## src/modsel_counter_pkg.sv

```systemverilog
`default_nettype none
package modsel_counter_pkg;
	// clock and timing
	localparam int CLK_MHZ = 250;
	localparam int T_SETTLE_NS = 4000;
	localparam int T_SLOW_NS = 50000;
	localparam int T_CLEAR_NS = 4000;
	localparam int T_GATE_LOW_NS = 4000;
	localparam int SETTLE_CYCLES = (T_SETTLE_NS * CLK_MHZ + 999) / 1000;
	localparam int SLOW_CYCLES = (T_SLOW_NS * CLK_MHZ + 999) / 1000;
	localparam int CLEAR_CYCLES = (T_CLEAR_NS * CLK_MHZ + 999) / 1000;
	localparam int GATE_LOW_CYCLES = (T_GATE_LOW_NS * CLK_MHZ + 999) / 1000;
	localparam int TIMER_W = 16;

	// counter layout
	localparam int STAGES = 4;
	localparam logic [3:0] DEC_LAST = 4'h9;
	localparam logic [3:0] COUNT_RESET = 4'h0;
	localparam logic [4:0] MOD_MIN = 5'h02;
	localparam logic [4:0] MOD_MAX = 5'h10;
	localparam logic [4:0] MOD_DEC_MAX = 5'h0a;

	// register map
	localparam logic [11:0] CTRL_OFF = 12'h000;
	localparam logic [11:0] CMD_OFF = 12'h004;
	localparam logic [11:0] STATUS_OFF = 12'h008;
	localparam int CTRL_BINARY_BIT = 0;
	localparam int CTRL_SLOW_BIT = 1;
	localparam int CTRL_MOD_LSB = 4;
	localparam int CMD_COUNT_BIT = 0;
	localparam int CMD_CLEAR_BIT = 1;
	localparam int STAT_BUSY_BIT = 4;
	localparam int STAT_PEND_BIT = 5;
	localparam int STAT_SYNC_BIT = 6;
	localparam logic [31:0] CTRL_RESET = 32'h0000_0000;

	typedef enum logic [1:0] {
		ST_CLEAR,
		ST_IDLE,
		ST_LOW
	} host_state_t;
endpackage
`default_nettype wire

```

## src/modsel_counter_if.sv

```systemverilog
`timescale 1ns/1ps
`default_nettype none
interface modsel_counter_if;
	logic count_gate;
	logic async_clear_n;
	logic sync_reset;
	logic binary_strap_n;
	logic slow_strap_n;
	logic [3:0] count_q;

	modport device (
		input count_gate,
		input async_clear_n,
		input sync_reset,
		input binary_strap_n,
		input slow_strap_n,
		output count_q
	);
	modport host (
		output count_gate,
		output async_clear_n,
		output sync_reset,
		output binary_strap_n,
		output slow_strap_n,
		input count_q
	);
endinterface
`default_nettype wire

```

## src/modsel_counter_host.sv

```systemverilog
// The register addresses and the APB register port are this design's own decisions.
`timescale 1ns/1ps
`default_nettype none
module modsel_counter_host
	import modsel_counter_pkg::*;
#(
	parameter int SLOW_GAP_CYCLES = SLOW_CYCLES
)(
	input wire logic pclk,
	input wire logic presetn,
	input wire logic psel,
	input wire logic penable,
	input wire logic pwrite,
	input wire logic [11:0] paddr,
	input wire logic [31:0] pwdata,
	output logic [31:0] prdata,
	output logic pready,
	output logic pslverr,
	modsel_counter_if.host link
);
	localparam logic [TIMER_W-1:0] SETTLE_T = TIMER_W'(SETTLE_CYCLES);
	localparam logic [TIMER_W-1:0] CLEAR_T = TIMER_W'(CLEAR_CYCLES);
	localparam logic [TIMER_W-1:0] LOW_T = TIMER_W'(GATE_LOW_CYCLES);
	localparam logic [TIMER_W-1:0] SLOW_T = TIMER_W'(SLOW_GAP_CYCLES);

	host_state_t state_reg;
	host_state_t state_next;
	logic [31:0] ctrl_reg;
	logic [31:0] prdata_reg;
	logic pslverr_reg;
	logic count_pend_reg;
	logic clear_pend_reg;
	logic [TIMER_W-1:0] timer_reg;
	logic [TIMER_W-1:0] timer_next;
	logic [TIMER_W-1:0] quiet_reg;
	logic [TIMER_W-1:0] quiet_next;
	logic gate_reg;
	logic gate_next;
	logic clear_n_reg;
	logic binary_n_reg;
	logic slow_n_reg;
	logic [4:0] mod_reg;
	logic sync_reg;

	// apb decode
	wire setup = psel & ~penable;
	wire access = psel & penable;
	wire hit_ctrl = (paddr == CTRL_OFF);
	wire hit_cmd = (paddr == CMD_OFF);
	wire hit_status = (paddr == STATUS_OFF);
	wire hit_any = hit_ctrl | hit_cmd | hit_status;
	wire wr_ctrl = access & pwrite & hit_ctrl;
	wire wr_cmd = access & pwrite & hit_cmd;
	wire cmd_count = wr_cmd & pwdata[CMD_COUNT_BIT];
	wire cmd_clear = wr_cmd & pwdata[CMD_CLEAR_BIT];

	wire busy = (state_reg != ST_IDLE);
	wire [31:0] status_word = {25'h000_0000, sync_reg, count_pend_reg,
		busy, link.count_q};
	wire [31:0] read_mux = hit_ctrl ? ctrl_reg :
		hit_status ? status_word : 32'h0000_0000;

	// straps and modulus, taken from ctrl only while clearing
	wire [4:0] ctrl_mod = ctrl_reg[CTRL_MOD_LSB +: 5];
	wire mod_valid = (ctrl_mod >= MOD_MIN) & (ctrl_mod <= MOD_MAX);
	wire force_bin = mod_valid & (ctrl_mod > MOD_DEC_MAX);
	wire bin_want = ctrl_reg[CTRL_BINARY_BIT] | force_bin;

	// decode modulus minus one by sensing only its one bits, so 12,
	// 14 and 15 need three outputs and lower states never alias
	wire [4:0] mod_m1 = mod_reg - 5'h01;
	wire [3:0] sense_mask = mod_m1[3:0];
	wire dec_en = (mod_reg >= MOD_MIN) & (mod_reg <= MOD_MAX);
	wire dec_hit = dec_en &
		((link.count_q & sense_mask) == sense_mask);
	wire sync_chg = dec_hit ^ sync_reg;

	wire [TIMER_W-1:0] gap = slow_n_reg ? SETTLE_T : SLOW_T;
	wire gap_ok = (quiet_reg >= gap) & ~sync_chg;
	wire quiet_sat = &quiet_reg;
	wire [TIMER_W-1:0] quiet_inc = quiet_reg + TIMER_W'(1);
	wire [TIMER_W-1:0] timer_inc = timer_reg + TIMER_W'(1);

	always_comb begin
		state_next = state_reg;
		timer_next = timer_inc;
		quiet_next = quiet_sat ? quiet_reg : quiet_inc;
		gate_next = gate_reg;
		if (sync_chg) begin
			quiet_next = '0;
		end
		unique case (state_reg)
			ST_CLEAR: begin
				if (timer_reg >= CLEAR_T) begin
					state_next = ST_IDLE;
					quiet_next = '0;
				end
			end
			ST_IDLE: begin
				timer_next = '0;
				if (clear_pend_reg) begin
					state_next = ST_CLEAR;
				end else if (count_pend_reg && gap_ok) begin
					gate_next = 1'b0;
					state_next = ST_LOW;
				end
			end
			ST_LOW: begin
				if (timer_reg >= LOW_T) begin
					gate_next = 1'b1;
					quiet_next = '0;
					state_next = ST_IDLE;
				end
			end
		endcase
	end

	wire count_taken = (state_reg == ST_IDLE) & ~clear_pend_reg &
		count_pend_reg & gap_ok;
	wire clear_taken = (state_reg == ST_IDLE) & clear_pend_reg;
	wire in_clear = (state_next == ST_CLEAR);

	always_ff @(posedge pclk or negedge presetn) begin
		if (!presetn) begin
			ctrl_reg <= CTRL_RESET;
			prdata_reg <= 32'h0000_0000;
			pslverr_reg <= 1'b0;
		end else begin
			if (wr_ctrl) begin
				ctrl_reg <= pwdata;
			end
			if (setup) begin
				prdata_reg <= pwrite ? 32'h0000_0000 : read_mux;
				pslverr_reg <= ~hit_any;
			end
		end
	end

	// a new command wins over the clear of its pending flag
	always_ff @(posedge pclk or negedge presetn) begin
		if (!presetn) begin
			count_pend_reg <= 1'b0;
			clear_pend_reg <= 1'b0;
		end else begin
			count_pend_reg <= cmd_count | (count_pend_reg & ~count_taken);
			clear_pend_reg <= cmd_clear | (clear_pend_reg & ~clear_taken);
		end
	end

	always_ff @(posedge pclk or negedge presetn) begin
		if (!presetn) begin
			state_reg <= ST_CLEAR;
			timer_reg <= '0;
			quiet_reg <= '0;
			gate_reg <= 1'b1;
			sync_reg <= 1'b0;
		end else begin
			state_reg <= state_next;
			timer_reg <= timer_next;
			quiet_reg <= quiet_next;
			gate_reg <= gate_next;
			sync_reg <= dec_hit;
		end
	end

	// straps only move while the counter is held clear
	always_ff @(posedge pclk or negedge presetn) begin
		if (!presetn) begin
			clear_n_reg <= 1'b0;
			binary_n_reg <= 1'b1;
			slow_n_reg <= 1'b1;
			mod_reg <= 5'h00;
		end else begin
			clear_n_reg <= ~in_clear;
			if (in_clear) begin
				binary_n_reg <= ~bin_want;
				slow_n_reg <= ~ctrl_reg[CTRL_SLOW_BIT];
				mod_reg <= mod_valid ? ctrl_mod : 5'h00;
			end
		end
	end

	assign link.count_gate = gate_reg;
	assign link.async_clear_n = clear_n_reg;
	assign link.sync_reset = sync_reg;
	assign link.binary_strap_n = binary_n_reg;
	assign link.slow_strap_n = slow_n_reg;
	assign prdata = prdata_reg;
	assign pslverr = pslverr_reg & access;
	assign pready = 1'b1;
endmodule // modsel_counter_host
`default_nettype wire

```

## src/flat_wrapper.sv

```systemverilog
// flat-port wrapper written by rule: the top's interface ports become plain ports
module modsel_counter_host_flat import modsel_counter_pkg::*;
#(
	parameter int SLOW_GAP_CYCLES = SLOW_CYCLES
)
  (pclk, presetn, psel, penable, pwrite, paddr, pwdata, prdata, pready, pslverr, link_count_gate, link_async_clear_n, link_sync_reset, link_binary_strap_n, link_slow_strap_n, link_count_q);
  modsel_counter_if link_i ();
  input wire logic pclk;
  input wire logic presetn;
  input wire logic psel;
  input wire logic penable;
  input wire logic pwrite;
  input wire logic [11:0] paddr;
  input wire logic [31:0] pwdata;
  output logic [31:0] prdata;
  output logic pready;
  output logic pslverr;
  output wire logic [$bits(link_i.count_gate)-1:0] link_count_gate;
  output wire logic [$bits(link_i.async_clear_n)-1:0] link_async_clear_n;
  output wire logic [$bits(link_i.sync_reset)-1:0] link_sync_reset;
  output wire logic [$bits(link_i.binary_strap_n)-1:0] link_binary_strap_n;
  output wire logic [$bits(link_i.slow_strap_n)-1:0] link_slow_strap_n;
  input wire logic [$bits(link_i.count_q)-1:0] link_count_q;
  assign link_count_gate = link_i.count_gate;
  assign link_async_clear_n = link_i.async_clear_n;
  assign link_sync_reset = link_i.sync_reset;
  assign link_binary_strap_n = link_i.binary_strap_n;
  assign link_slow_strap_n = link_i.slow_strap_n;
  assign link_i.count_q = link_count_q;
  modsel_counter_host #(.SLOW_GAP_CYCLES(SLOW_GAP_CYCLES)) u_core (.pclk(pclk), .presetn(presetn), .psel(psel), .penable(penable), .pwrite(pwrite), .paddr(paddr), .pwdata(pwdata), .prdata(prdata), .pready(pready), .pslverr(pslverr), .link(link_i));
endmodule
```

## config.mk

```make
export PLATFORM = sky130hd
export DESIGN_NAME = modsel_counter_host_flat
export DESIGN_NICKNAME = d
export VERILOG_FILES = /design/src/modsel_counter_pkg.sv /design/src/modsel_counter_if.sv /design/src/modsel_counter_host.sv /design/src/flat_wrapper.sv
export SDC_FILE = /design/constraint.sdc
export NUM_CORES = 1
export LEC_CHECK = 0
export BUFFER_PORTS_ARGS = -buffer_cell sky130_fd_sc_hd__buf_2
export CORE_ASPECT_RATIO = 1.5
export CORE_MARGIN = 4
export CORE_UTILIZATION = 60
export DETAILED_ROUTE_END_ITERATION = 10
export PLACE_DENSITY = 0.85
export RECOVER_POWER = 100
export SETUP_SLACK_MARGIN = 0.02
export SLEW_MARGIN = 20
export SYNTH_ARGS = -nofsm -noshare
export SYNTH_HDL_FRONTEND = slang
export SYNTH_SLANG_ARGS = --single-unit
export TNS_END_PERCENT = 5
```

## constraint.sdc

```tcl
create_clock -name pclk -period 5.7 [get_ports pclk]
set_clock_uncertainty 0.2 [all_clocks]
set_input_delay 0.57 -clock pclk [delete_from_list [all_inputs] [get_ports pclk]]
set_output_delay 0.57 -clock pclk [all_outputs]
set_load 0.005 [all_outputs]
```

==> results.py <==
metrics = {
    "hold_path": {
        "holdPathStages": 3,
        "min_to": "u_core.ctrl_reg[4]$_DFFE_PN0P_",
        "hp-class": "in -> reg",
        "hp-start": "pwdata[4]",
    },
    "critical_path": {
        "crit_arrival_ns": 3.37,
        "slowest_delay_ns": 1.24,
        "critPathRequiredTime_ns": 5.77,
        "slowest_stage": "nor2_1",
        "reg2reg_to": "u_core.quiet_reg[12]$_DFF_PN0_",
        "r2r-start": "u_core.mod_reg[0]$_DFFE_PN0N_",
        "crit_chain": "buf_2, nor4_1, nand3_1, or4_1, nor2_1, a22o_1",
        "critPathMaxFanout": 25,
        "rrSetupSlack_ns": 3.09,
        "startpoint_type": "input port",
        "path_class": "in -> reg",
        "endpoint_kind": "register",
        "cp-startpoint": "paddr[7]",
        "reg2reg_depth": 8,
    },
    "synth": {
        "synth-seq-cells": 111,
        "async_reset_ff_share_pct": 100.0,
        "synth_seq_area_share_pct": 55.44,
        "synth-edff-count": 0,
        "syn_nets": 502,
        "synth_ff_type": "dfrtp_1",
        "yosysUniqueCellTypes": 49,
        "synth_top_area_share_pct": 53.87,
        "synth_top_area_cell": "dfrtp_1",
        "synth_most_common_cell": "dfrtp_1",
        "syn_area_per_cell_sq_um": 11.53,
        "ys_warn_count": 0,
        "synthCells": 435,
        "synth_area_sq_um": 5017,
        "ys_top_cells_by_area": "dfrtp_1 54%, mux2_2 7.2%, a22o_1 4.4%, ha_1 3.5%, xor2_1 2.6%",
        "ys_top_cells_by_count": "108 x dfrtp_1, 33 x nor2_1, 32 x mux2_2",
    },
    "clock_network": {
        "clk_latency_ns": 0.34,
        "numCtsBuffers": 9,
        "cts_resized": 0,
        "clock_path_buffers": 2,
        "cts_setup_buffers": 0,
        "clk_pin_slew_ns": 0.07,
        "cts_sinks": 111,
        "hold_buffers": 0,
        "htreeDepth": 3,
        "cts_tree": "yes",
        "cts_root_buf": "clkbuf_16",
    },
    "floorplanning": {
        "fp.dieW_um": 82.67,
        "start_util_pct": 61.88,
        "top_level_ports": 92,
        "dieArea_sq_um": 9919,
        "std_cell_rows": 40,
        "chipHeight_um": 120.0,
        "core-area_sq_um": 8108,
    },
    "timing": {
        "drv_slew": 114,
        "tightest_slew_ns": 2.783,
        "fmax_mhz": 302.6,
        "fin_tns_setup_ns": 0,
        "max_slew_margin_pct": -85.50,
        "setup_violations": 0,
        "finalHoldViolCount": 0,
        "period_share_pct": 57.97,
        "rsz0062_at_grt": "false",
        "timing.final.crit_period_ns": 3.305,
    },
    "drt": {
        "drt-total-wl_mm": 10.57,
        "drc": 0,
        "first_iter_violations": 127,
        "wire_per_inst_um": 16.76,
        "firstDrtPassIters": 4,
        "postRouteAntennaNets": 0,
        "num_vias": 3617,
        "viasPerCell": 5.732,
    },
    "finish": {
        "seq_area_sq_um": 2781,
        "fin_cells": 631,
        "final_nets": 588,
        "drive_above_1_share_pct": 22.05,
        "area_delta_synth_final_pct": 14.06,
        "antenna_cells": 0,
        "fillers": 612,
        "final_area_sq_um": 5723,
        "multi_input_area_sq_um": 2027,
    },
    "global_routing": {
        "antenna_found_initial": 0,
        "overflow": 0,
        "grt_pass1_wl_mm": 17.77,
        "grt_start_max_net_pins": 60,
        "grt.total_usage_pct": 23.29,
        "grt_pass1_vias": 3792,
    },
    "run_status": {
        "status": "finished with violations",
        "violations": "capacitance limit, slew limit",
    },
    "placed_design": {
        "hpwl_mm": 7.645,
        "portBuffers": 90,
        "gp_congestion": 0.8484,
        "placed_cells": 615,
        "place_area_sq_um": 5520,
    },
    "power": {
        "ir_drop_uv": 205.7,
        "power_w": 0.001508,
        "leakage_nw": 2.849,
        "power_density_nw_per_um2": 263.5,
    },
    "flow_run": {
        "cap_violations": 3,
    },
}
-- metrics by stage --
step / setup WS [ns] / hold slack, ns / utilization (%)
CTS: 3.106 / 0.07651 / 71.45
global placement: 3.049 / 0.2497 / 68.09
detailed placement: 2.946 / 0.2590 / 68.09
global route: 1.926 / 0.2489 / 70.59
finish: 2.395 / 0.2456 / 70.59
floorplan: 3.442 / 0.07441 / -
-- final cells by class --
type | count | share of cell area (%)
multi-input combinational | 286 | 35.42
clock inverter | 5 | 0.6996
tap | 105 | 2.296
inverter | 20 | 1.334
sequential | 111 | 48.60
timing repair buffer | 93 | 7.586
clock buffer | 11 | 4.066
-- cell families after synthesis --
family          Yosys count  synth area share, %
xor+xnor                 26                4.539
buf+inv                  38                3.716
simple gates            131                13.44
fa+ha+maj                14                3.491
flops                   111                55.44
mux                      41                8.978
compound gates           73                10.32
other cells               1              0.07474
-- cell usage in the layout (no fill, tap or decap), types with 3 or more instances in the layout --
cell type  netlist  routed
xor2_1          15      15
dfrtp_1        108     108
xnor2_1         11      11
nand3_1         14      14
or3_1            3       3
mux2i_1          9       9
nand2_1         31      31
a22o_1          25      25
nor2_1          33      34
clkbuf_1         7      29
and3_1           8       8
ha_1            14      14
a21oi_1         11      11
clkbuf_16        0       9
nand2b_1         7       7
nor3_1           7       8
mux2_2          32      32
nand4_1          8       8
o21ai_0         16      19
nor4_1           6       6
inv_1           19      19
a211oi_1         3       3
buf_2            4      62
nor2b_1          3       3
and4_1           3       3
-- worst max path at each step --
stage | to | slack (ns)
5_1_grt | u_core.prdata[20]$_DFFE_PN0P_ | 1.93
2_1_floorplan | u_core.prdata[11]$_DFFE_PN0P_ | 3.44
4_1_cts | u_core.quiet_reg[12]$_DFF_PN0_ | 3.11
6_report | u_core.prdata[10]$_DFFE_PN0P_ | 2.40
3_5_place_dp | u_core.prdata[10]$_DFFE_PN0P_ | 2.95
3_3_place_gp | u_core.prdata[27]$_DFFE_PN0P_ | 3.05
-- metal layers --
| metal | share of wire, % | up-vias | GRT usage [%] |
|---|---|---|---|
| met3 | 4.7 | 22 | 5.931 |
| met4 | 2.8 | 0 | 9.407 |
| met5 | 0 | - | 0 |
| li1 | - | 1707 | - |
| met1 | 39 | 1796 | 27.18 |
| met2 | 53 | 92 | 39.91 |
-- power breakdown --
group	internal [W]	leakage [nW]	switching, W
combinational	0.0000428	1.21	0.0000540
sequential	0.000806	1.50	0.0000274
clock	0.000301	0.134	0.000276
total	0.00115	2.85	0.000358
-- worst max-delay path: cells and delay by family --
| family | cells | cell delay (ns) |
|---|---|---|
| simple gates | 4 | 2.40 |
| compound gates | 1 | 0.31 |
| buf+inv | 1 | 0.09 |
No activity file was read; power rests on OpenSTA's default activity.
